===== config.mk =====
export PLATFORM = sky130hd
export DESIGN_NAME = dmaack_ctrl
export DESIGN_NICKNAME = d
export VERILOG_FILES = /design/src/dmaack_pkg.sv /design/src/dmaack_ctrl.sv /design/src/dmaack_irq.sv /design/src/dmaack_chan.sv
export SDC_FILE = /design/constraint.sdc
export NUM_CORES = 1
export LEC_CHECK = 0
export BUFFER_PORTS_ARGS = -buffer_cell sky130_fd_sc_hd__buf_2
export CAP_MARGIN = 20
export CORE_ASPECT_RATIO = 2
export CORE_UTILIZATION = 45
export DETAILED_ROUTE_END_ITERATION = 16
export HOLD_SLACK_MARGIN = 0.03
export PLACE_DENSITY = 0.75
export SYNTH_ARGS = -nofsm -noshare
export SYNTH_HDL_FRONTEND = slang
export SYNTH_HIERARCHICAL = 1
export SYNTH_SLANG_ARGS = --single-unit
export TNS_END_PERCENT = 100

===== constraint.sdc =====
create_clock -name CLK_SYS -period 3.5 [get_ports CLK_SYS]
set_input_delay 0.35 -clock CLK_SYS [delete_from_list [all_inputs] [get_ports CLK_SYS]]
set_output_delay 0.35 -clock CLK_SYS [all_outputs]
set_load 0.01 [all_outputs]

===== src/dmaack_pkg.sv =====
// Function
// (RULE1) Channel 1 mode bit 15: 0 short address mode, 1 full mode joining 1A and 1B.
// (RULE2) Channel 0 mode bit 14: 0 short address mode, 1 full mode joining 0A and 0B.
// (RULE3) Reserved bits 13 and 12 reset to zero and are plain read/write storage.
// (RULE4) Reserved bits 10 and 8 reset to zero and are plain read/write storage.
// (RULE5) Software always writes zero into every reserved bit.
// (RULE6) Transfer enable and acknowledge set: each transfer clears the selected interrupt source.
// (RULE7) Transfer enable and acknowledge set: the source raises no CPU or peer request.
// (RULE8) Enable set, acknowledge clear: source stays set and may request concurrently.
// (RULE9) Enable set, acknowledge clear: CPU or peer transfer clears the source itself.
// (RULE10) Transfer enable clear: the source requests CPU or peer whatever acknowledge holds.
// (RULE11) Clearing and suppression ignore the channel master enable bit; the code in full mode clears only on a transfer, which needs it.
// (RULE12) Channel 0 acknowledge sits at bit 9, channel 1 acknowledge at bit 11.
// (RULE13) Full mode accepts source requests only with transfer and master enable both set.
// (RULE14) Short mode runs sub-channels A and B as two independent channels.

// ****************************************************************
// Package of shared constants and types.
// ****************************************************************
package dmaack_pkg;

  localparam int ADDR_W = 8;
  localparam int DATA_W = 16;
  localparam int N_SUB = 4;

  // Register offsets.
  localparam logic [7:0] REG_MODE_ACK = 8'h00;
  localparam logic [7:0] REG_ENABLE = 8'h04;
  localparam logic [7:0] REG_IRQ_STAT = 8'h08;
  localparam logic [7:0] REG_IRQ_MASK = 8'h0C;

  // Mode and acknowledge byte sits at data bits 15 to 8.
  localparam int MODE_ACK_LSB = 8;
  localparam logic [7:0] MODE_ACK_RESET = 8'h00;

  // Enable register fields.
  localparam int EN_TE_LSB = 0;
  localparam int EN_ME_LSB = 4;
  localparam logic [3:0] TE_RESET = 4'h0;
  localparam logic [1:0] ME_RESET = 2'h0;
  localparam logic [3:0] MASK_RESET = 4'h0;

  // Sub-channel indices.
  localparam int SUB_0A = 0;
  localparam int SUB_0B = 1;
  localparam int SUB_1A = 2;
  localparam int SUB_1B = 3;

  typedef struct packed {
    logic ch1_wide_addr_sel;
    logic ch0_wide_addr_sel;
    logic rsvd13;
    logic rsvd12;
    logic ch1_irq_source_auto_clear;
    logic rsvd10;
    logic ch0_irq_source_auto_clear;
    logic rsvd8;
  } dmaack_mode_ack_s;

  typedef struct packed {
    logic accept;
    logic gate_en;
    logic auto_clr;
  } dmaack_chan_cfg_s;

  typedef enum logic [1:0] {
    CH_IDLE = 2'b01,
    CH_BUSY = 2'b10
  } dmaack_chan_state_e;

endpackage : dmaack_pkg


===== src/dmaack_ctrl.sv =====
// Added by the designer: the plain strobed port and the placing of the registers.
`timescale 1ns/1ps
`default_nettype none

// ****************************************************************
// Address mode and acknowledge control of a two-channel transfer unit.
// ****************************************************************
module dmaack_ctrl
  import dmaack_pkg::*;
#(
  parameter int P_DATA_W = DATA_W,
  parameter int P_N_SUB = N_SUB
)
(
  // Clock and reset.
  input wire logic CLK_SYS,
  input wire logic RST,
  // Register port.
  input wire logic [ADDR_W-1:0] ADDR,
  input wire logic [P_DATA_W-1:0] WDATA,
  input wire logic WR,
  input wire logic RD,
  output logic [P_DATA_W-1:0] RDATA,
  // Selected internal interrupt sources.
  input wire logic [P_N_SUB-1:0] SRC_REQ,
  output logic [P_N_SUB-1:0] SRC_CLR,
  output logic [P_N_SUB-1:0] IRQ_FWD,
  // Transfer engine.
  input wire logic [P_N_SUB-1:0] XFER_DONE,
  output logic [P_N_SUB-1:0] XFER_START,
  output logic [1:0] WIDE_ADDR,
  // Interrupt.
  output logic IRQ
);

  // ****************************************************************
  // Elaboration checks.
  // ****************************************************************
  if (P_DATA_W != DATA_W)
  begin : g_chk_data_w
    $error("dmaack_ctrl needs a 16-bit data port");
  end

  if (P_N_SUB != N_SUB)
  begin : g_chk_n_sub
    $error("dmaack_ctrl serves exactly four sub-channels");
  end

  // ****************************************************************
  // State.
  // ****************************************************************
  typedef struct packed {
    dmaack_mode_ack_s mode;
    logic [3:0] te;
    logic [1:0] me;
    logic [3:0] mask;
    logic [P_DATA_W-1:0] rdata;
    logic [1:0] wide;
  } dmaack_ctrl_st_s;

  dmaack_ctrl_st_s s_r;
  dmaack_ctrl_st_s s_nxt;

  logic [3:0] stat;
  logic [3:0] done_evt;
  logic rd_stat;
  logic irq_i;
  dmaack_chan_cfg_s cfg [P_N_SUB];

  // ****************************************************************
  // Sub-channel configuration decode.
  // ****************************************************************
  // In full mode A carries the channel and B is idle with its source
  // passed straight through; in short mode A and B stand alone.
  function automatic dmaack_chan_cfg_s sub_cfg(
    input logic wide,
    input logic is_b,
    input logic te_own,
    input logic te_a,
    input logic me,
    input logic ack
  );
    dmaack_chan_cfg_s c;
    c = '0;
    if (wide) // [RULE1] [RULE2]
    begin
      c.accept = !is_b && te_a && me; // [RULE13]
      c.gate_en = !is_b && te_a;
      c.auto_clr = ack;
    end
    else
    begin
      c.accept = te_own; // [RULE14]
      c.gate_en = te_own;
      c.auto_clr = ack;
    end
    return c;
  endfunction : sub_cfg

  always_comb
  begin
    cfg[SUB_0A] = sub_cfg(s_r.mode.ch0_wide_addr_sel, 1'b0, s_r.te[SUB_0A], s_r.te[SUB_0A],
                          s_r.me[0], s_r.mode.ch0_irq_source_auto_clear); // [RULE12]
    cfg[SUB_0B] = sub_cfg(s_r.mode.ch0_wide_addr_sel, 1'b1, s_r.te[SUB_0B], s_r.te[SUB_0A],
                          s_r.me[0], s_r.mode.ch0_irq_source_auto_clear);
    cfg[SUB_1A] = sub_cfg(s_r.mode.ch1_wide_addr_sel, 1'b0, s_r.te[SUB_1A], s_r.te[SUB_1A],
                          s_r.me[1], s_r.mode.ch1_irq_source_auto_clear); // [RULE12]
    cfg[SUB_1B] = sub_cfg(s_r.mode.ch1_wide_addr_sel, 1'b1, s_r.te[SUB_1B], s_r.te[SUB_1A],
                          s_r.me[1], s_r.mode.ch1_irq_source_auto_clear);
  end

  // ****************************************************************
  // Sub-channels.
  // ****************************************************************
  genvar gi;
  generate
    for (gi = 0; gi < P_N_SUB; gi++)
    begin : g_sub
      dmaack_chan u_chan (
        .clk(CLK_SYS),
        .rst(RST),
        .cfg(cfg[gi]),
        .src_req(SRC_REQ[gi]),
        .xfer_done(XFER_DONE[gi]),
        .xfer_start(XFER_START[gi]),
        .src_clr(SRC_CLR[gi]),
        .irq_fwd(IRQ_FWD[gi]),
        .done_evt(done_evt[gi])
      );
    end
  endgenerate

  // ****************************************************************
  // Interrupt status.
  // ****************************************************************
  assign rd_stat = RD && (ADDR == REG_IRQ_STAT);

  dmaack_irq #(
    .N(4)
  ) u_irq (
    .clk(CLK_SYS),
    .rst(RST),
    .evt(done_evt),
    .rd_stat(rd_stat),
    .mask(s_r.mask),
    .stat(stat),
    .irq(irq_i)
  );

  // ****************************************************************
  // Register port.
  // ****************************************************************
  always_comb
  begin
    s_nxt = s_r;
    s_nxt.rdata = '0;
    if (WR)
    begin
      if (ADDR == REG_MODE_ACK)
      begin
        // Reserved bits are stored as written. [RULE3] [RULE4] [RULE5]
        s_nxt.mode = WDATA[MODE_ACK_LSB +: 8];
      end
      else if (ADDR == REG_ENABLE)
      begin
        s_nxt.te = WDATA[EN_TE_LSB +: 4];
        s_nxt.me = WDATA[EN_ME_LSB +: 2];
      end
      else if (ADDR == REG_IRQ_MASK)
      begin
        s_nxt.mask = WDATA[3:0];
      end
    end
    if (RD)
    begin
      if (ADDR == REG_MODE_ACK)
      begin
        s_nxt.rdata[MODE_ACK_LSB +: 8] = s_r.mode;
      end
      else if (ADDR == REG_ENABLE)
      begin
        s_nxt.rdata[EN_TE_LSB +: 4] = s_r.te;
        s_nxt.rdata[EN_ME_LSB +: 2] = s_r.me;
      end
      else if (ADDR == REG_IRQ_STAT)
      begin
        s_nxt.rdata[3:0] = stat;
      end
      else if (ADDR == REG_IRQ_MASK)
      begin
        s_nxt.rdata[3:0] = s_r.mask;
      end
    end
    s_nxt.wide = {s_nxt.mode.ch1_wide_addr_sel, s_nxt.mode.ch0_wide_addr_sel}; // [RULE1] [RULE2]
  end

  always_ff @(posedge CLK_SYS)
  begin
    if (RST)
    begin
      s_r.mode <= MODE_ACK_RESET; // [RULE3] [RULE4]
      s_r.te <= TE_RESET;
      s_r.me <= ME_RESET;
      s_r.mask <= MASK_RESET;
      s_r.rdata <= '0;
      s_r.wide <= 2'h0;
    end
    else
    begin
      s_r <= s_nxt;
    end
  end

  assign RDATA = s_r.rdata;
  assign WIDE_ADDR = s_r.wide;
  assign IRQ = irq_i;

endmodule : dmaack_ctrl

`default_nettype wire


===== src/dmaack_irq.sv =====
`timescale 1ns/1ps
`default_nettype none

// ****************************************************************
// Sticky event status with read clear and masked level output.
// ****************************************************************
module dmaack_irq
  import dmaack_pkg::*;
#(
  parameter int N = 4
)
(
  // Clock and reset.
  input wire logic clk,
  input wire logic rst,
  // Events and software access.
  input wire logic [N-1:0] evt,
  input wire logic rd_stat,
  input wire logic [N-1:0] mask,
  // Status and interrupt.
  output logic [N-1:0] stat,
  output logic irq
);

  typedef struct packed {
    logic [N-1:0] stat;
    logic irq;
  } dmaack_irq_st_s;

  dmaack_irq_st_s s_r;
  dmaack_irq_st_s s_nxt;

  if (N < 1)
  begin : g_chk_n
    $error("dmaack_irq needs at least one event");
  end

  always_comb
  begin
    s_nxt = s_r;
    // A read clears, but an event in the same cycle is kept.
    s_nxt.stat = (rd_stat ? {N{1'b0}} : s_r.stat) | evt;
    s_nxt.irq = |(s_nxt.stat & mask);
  end

  always_ff @(posedge clk)
  begin
    if (rst)
    begin
      s_r <= '0;
    end
    else
    begin
      s_r <= s_nxt;
    end
  end

  assign stat = s_r.stat;
  assign irq = s_r.irq;

endmodule : dmaack_irq

`default_nettype wire


===== src/dmaack_chan.sv =====
`timescale 1ns/1ps
`default_nettype none

// ****************************************************************
// One sub-channel: request acceptance, source clear and forwarding.
// ****************************************************************
module dmaack_chan
  import dmaack_pkg::*;
(
  // Clock and reset.
  input wire logic clk,
  input wire logic rst,
  // Configuration.
  input wire dmaack_chan_cfg_s cfg,
  // Interrupt source and transfer engine.
  input wire logic src_req,
  input wire logic xfer_done,
  // Results.
  output logic xfer_start,
  output logic src_clr,
  output logic irq_fwd,
  output logic done_evt
);

  typedef struct packed {
    dmaack_chan_state_e state;
    logic start;
    logic clr;
    logic fwd;
    logic done;
  } dmaack_chan_st_s;

  dmaack_chan_st_s s_r;
  dmaack_chan_st_s s_nxt;
  logic suppress;

  always_comb
  begin
    s_nxt = s_r;
    s_nxt.start = 1'b0;
    s_nxt.clr = 1'b0;
    s_nxt.done = 1'b0;
    // Suppression uses the transfer enable and acknowledge, not the master enable. [RULE7] [RULE8] [RULE10] [RULE11]
    suppress = cfg.gate_en & cfg.auto_clr;
    // While suppress is set the source is not forwarded; otherwise it is forwarded one cycle later.
    s_nxt.fwd = src_req & ~suppress; // [RULE7] [RULE8] [RULE10]
    case (s_r.state)
      CH_IDLE:
      begin
        if (cfg.accept && src_req && !s_r.clr) // [RULE13] [RULE14]
        begin
          s_nxt.start = 1'b1;
          s_nxt.clr = suppress; // [RULE6] [RULE9]
          s_nxt.state = CH_BUSY;
        end
      end
      CH_BUSY:
      begin
        if (xfer_done)
        begin
          s_nxt.done = 1'b1;
          s_nxt.state = CH_IDLE;
        end
      end
      default:
      begin
        s_nxt.state = CH_IDLE;
      end
    endcase
  end

  always_ff @(posedge clk)
  begin
    if (rst)
    begin
      s_r <= '{state: CH_IDLE, start: 1'b0, clr: 1'b0, fwd: 1'b0, done: 1'b0};
    end
    else
    begin
      s_r <= s_nxt;
    end
  end

  assign xfer_start = s_r.start;
  assign src_clr = s_r.clr;
  assign irq_fwd = s_r.fwd;
  assign done_evt = s_r.done;

endmodule : dmaack_chan

`default_nettype wire


Word level (Yosys, flattened, before mapping)
Cells that the tools add are included.
- eq/ne operators: 19
- bitwise operators: 29
- reduce and logical (&&, ||, !) cells: 39
- multiplexer cells: 30
- operator list (operator ; number):
    $mux W4 ; 10
    $not A1 Y1 ; 19
    $mux W18 ; 1
    $reduce_or A3 Y1 ; 6
    $eq A8 B4 Y1 const B ; 2
    $pmux W2 S2 ; 4
    $reduce_or A2 Y1 ; 8
    $mux W3 ; 4
    $logic_and A1 B1 Y1 ; 11
    $mux W10 ; 1
    $reduce_and A2 Y1 ; 5
    $and A1 B1 Y1 ; 8
    $eq A2 B1 Y1 const B ; 4
    $eq A2 B2 Y1 const B ; 4
    $eq A8 B3 Y1 const B ; 1
    $logic_not A8 Y1 ; 1
    $mux W2 ; 4
    $mux W8 ; 1
    $ne A2 B1 Y1 const B ; 4
    $ne A2 B2 Y1 const B ; 4
    $reduce_or A4 Y1 ; 2
    $mux W6 ; 1
    $and A4 B4 Y4 ; 1
    $logic_not A1 Y1 ; 4
    other kinds (4) ; 7
- flip-flop bits (word level): 65
- logic and storage cells: 155

Logic depth before layout (Yosys ltp)
- depth after elaboration: 6
- gate-level depth with buffers: 6
- depth with buffers taken out: 6

Hierarchy
Netlist, hierarchy kept.
- by module, submodules not included (module ; area each (um^2) ; instances ; cells an instance):
    dmaack_ctrl ; 1503.9 ; 1 ; 152
    dmaack_chan ; 186.4 ; 4 ; 17
    dmaack_irq ; 191.4 ; 1 ; 21

Worst setup path after synthesis
Ideal clock, no wire load.
- path kind: input -> register
- start: in ADDR[1]
- end: reg u_irq.s_r (netlist bit u_irq/irq)
- data arrival time: 1619 ps
- stages on the path: 6
- library setup time: 134 ps
- required time: 3366 ps
- setup slack: 1747 ps
- path through: nor4_4 -> nand3_1 -> nor3b_1 -> nor2b_1 -> o21ai_1 -> a41oi_1
- longest elaborated chain between the ends: 6
- RTL lines (element ; RTL line ; text):
    start: declaration ; dmaack_ctrl.sv:19 ; input wire logic [ADDR_W-1:0] ADDR,
    $eq A8 B4 Y1 ; dmaack_ctrl.sv:136 ; assign rd_stat = RD && (ADDR == REG_IRQ_STAT);
    $logic_and A1 B1 Y1 ; dmaack_ctrl.sv:136 ;
    named net rd_stat ; dmaack_ctrl.sv:66 ; logic rd_stat;
    $mux W4 ; dmaack_irq.sv:42 ; s_nxt.stat = (rd_stat ? {N{1'b0}} : s_r.stat) | evt;
    $or A4 B4 Y4 ; dmaack_irq.sv:42 ;
    $and A4 B4 Y4 ; dmaack_irq.sv:43 ; s_nxt.irq = |(s_nxt.stat & mask);
    $reduce_or A4 Y1 ; dmaack_irq.sv:43 ;
    end signal: assignment ; dmaack_irq.sv:54 ; s_r <= s_nxt;
    end: declaration ; dmaack_irq.sv:30 ; dmaack_irq_st_s s_r;
The timed path passes the listed nets, and every way through them passes these cells.
A chain may end at the register's enable or synchronous reset.

Worst setup path in the final report
Ends and elaborated chain as after synthesis.

==> run summary <==
The worst hold path belongs to the class in -> reg. The synthesized area per cell is 10.1 µm². The transition time at the pin with the least slew margin came out at 642 ps.

The floorplan step set the die height to 106 µm. The total number of vias came out at 1,741. The worst clock skew came out at 8.14 ps.

The final layout contains 324 nets. The core region is 5180 µm². The post-route fraction of the period consumed by the critical path is 53.5%. STA classifies the critical path startpoint as an input pin. Max-cap violations in this run came to 0. Summed over all layers, the routed wires come to 4380 µm. The tree is rooted in a clkbuf_8. Entering global routing, the biggest net connects 48 pins. The congestion estimate from routability-driven global placement came to 0.765. The share of the core filled with cells in the final layout came out at 53.6%. The post-layout total power came out at 0.00123 W.

TritonCTS built the clock tree. For this design the ratio of total power to cell area is 442 nW/µm². Walking the worst path, the cells encountered are buf_2, nor4_4, nand3_1, nor3b_1, nor2b_1, o21ai_1, a41oi_1. The leading cell type in the layout, fill and taps excluded is buf_2. The leakage power summed over all cells is 1.21 nW.

The via count of the first global-routing pass is 1,719. The final-layout fill cell count came out at 523. The post-synthesis instance area is 2440 µm². The TritonCTS buffer count is 9. The floorplan row count is 37.

After legalization and detailed placement, the total HPWL measured 3210 µm. The worst max-slew margin expressed relative to the limit is 57.1%. The slowest stage of the critical path is the nor3b_1 cell.

The number of post-CTS setup repair buffers came out at 0. Data arrives at the worst endpoint at 2050 ps. For this run, the number of Yosys warnings is 6. The data required time of the critical path is 3680 ps. The all-layer global routing usage is 18.0%. The category of the critical setup timing path is in -> reg.

The die span in x is 54.1 µm. The total iterations of the first detailed-routing run is 4. The die outline area is 5740 µm². The total number of H-tree levels is 3. The remaining number of nets flagged by the antenna check after routing is 0. The detailed router finished its first iteration with 25 violations. The average routed wire per standard cell came out at 12.6 µm. The share of layout cells above drive strength 1 is 27.7%. The I/O pin count came out at 67.

The maximum vdd ir drop is 0.296 mV. Setup repair after global routing left no endpoint under its margin. After clock tree synthesis, the clock-pin slew on the worst setup and hold paths is 60 ps. The wire length of the first global-routing pass is 7310 µm.

The final cell count without fillers is 347. The number of synthesized register bits is 61. The run finished with clean final reports.

The maximum single-stage delay on the critical path came out at 560 ps. The maximum clock rate is 0.534 GHz. The sum of negative setup slack came out at 0 ps.

The number of antenna violations at the first check in global routing is 0. The final hold violation count came out at 0. The sequential-to-total area share from yosys stat is 50.0%.

After clock tree synthesis, the repair step resized 0 gates. The post-route DRC violation count came out at 0. The instance count of the mapped netlist came out at 241. In this run the worst path has a maximum fanout of 10.

The number of antenna cells inserted is 0. The count of unique library cells instantiated by Yosys is 35. The number of cells in the design after placement is 335. The clock passes through at most 2 buffers. The worst setup path is captured at a flip-flop.

Using the TritonRoute via totals, the vias-per-cell ratio works out to 5.02. The clock insertion delay at the later pin of the skew report is 330 ps. The library cells used most frequently in the layout, excluding fill and tap cells, are buf_2, dfxtp_1, nand2b_1. The total setup violations reported at the end of the flow is 0. From synthesis to final layout, the design area changed by 13.8%.

The count of hold-fix buffers inserted at cts is 0. The count of port buffers added during placement is 62. The clock sink count is 61. After global routing the overflow that remains totals 0. The initial standard-cell utilization of the core came out at 47.1%. The max-slew violation count is 0. The final critical delay including setup and external delays came out at 1870 ps.
layer usage:
metal | global-route usage (%) | part of all wire (%) | routed length, µm
met5 | 0 | 0 | 0
met4 | 11.7 | 2.9 | 126
met3 | 6.87 | 6.0 | 262
met2 | 29.6 | 53 | 2310
met1 | 17.8 | 38 | 1680
power breakdown:
| group | switching (W) | internal [W] | leakage [nW] |
|---|---|---|---|
| sequential | 0.000000697 | 0.000697 | 0.492 |
| combinational | 0.0000319 | 0.0000276 | 0.646 |
| clock | 0.000230 | 0.000241 | 0.0683 |
registers in the layout, indices dropped and copies added, names as in the netlist:
register / count
u_irq/irq: 1
RDATA: 14
g_sub.u_chan/src_clr: 4
g_sub.u_chan/xfer_start: 4
g_sub.u_chan/done_evt: 4
u_irq/stat: 4
g_sub.u_chan/s_r: 8
s_r: 17
WIDE_ADDR: 1
g_sub.u_chan/irq_fwd: 4
critical path: cells and delay by family:
kind	cells	cell delay, ps
AO/OA/AOI/OAI	2	260
buffers and inverters	1	110
AND/OR/NAND/NOR	4	1320
final timing paths:
check	start	end	slack [ps]	cells past startpoint
worst max-delay path	ADDR[1]	u_irq/irq	1630	7
worst min register to register	g_sub[2].u_chan/done_evt	u_irq/stat[2]	470	2
worst max register to register	s_r[27]	g_sub[3].u_chan/s_r[4]	2330	3
worst min-delay path	XFER_DONE[1]	g_sub[1].u_chan/s_r[5]	240	2
cells in the mapped netlist, drive strengths merged:
cell	number	share of area, %
inv	6	0.92
o22a	4	1.4
nand2b	32	8.2
o22ai	4	1.0
nand3	2	0.41
a41oi	1	0.36
a21boi	2	0.61
nor3	4	0.82
and4b	1	0.41
nor3b	2	0.82
and3	12	3.1
o21ai	4	0.82
clkbuf	3	0.46
nor2b	9	2.5
a21oi	4	0.82
a22oi	4	1.2
buf	24	7.1
o21ba	1	0.41
nand4bb	4	1.8
o31ai	2	0.61
dfxtp	61	50
nand2	4	0.61
conb	1	0.15
nor2	20	3.1
nand4	3	0.77
mux2i	16	6.6
and4	1	0.36
or3b	4	1.4
nand4b	1	0.36
mux2	4	1.8
nor4	1	0.87
logic make-up (layout without fill, tap and decap cells):
logic type,Yosys count,in the layout,share of synthesized area (%)
flip-flops,61,61,50.0
buffers and inverters,33,80,8.51
other,1,2,0.154
AO/OA/AOI/OAI,26,26,7.33
multiplexers,20,20,8.41
AND/OR/NAND/NOR,100,100,25.6
metrics by stage:
| stage | setup slack, ps | hold WS [ps] | cell area (µm²) |
|---|---|---|---|
| after floorplan | 1750 | 422 | 2440 |
| after detailed placement | 1300 | 460 | 2640 |
| after CTS | 1660 | 221 | 2780 |
| after global placement | 1300 | 451 | 2640 |
| final | 1630 | 245 | 2780 |
| after global routing | 1480 | 241 | 2780 |
final cells by class:
class                   instances  area [µm²]  share of cell area (%)
well taps                      58        72.6                    2.61
multi-input cells             148        1020                    36.6
clock buffers                  12         135                    4.86
flip-flops and latches         61        1220                    44.0
inverters                       6        22.5                   0.811
repair buffers                 62         310                    11.2
(Power assumes the default switching activity.)
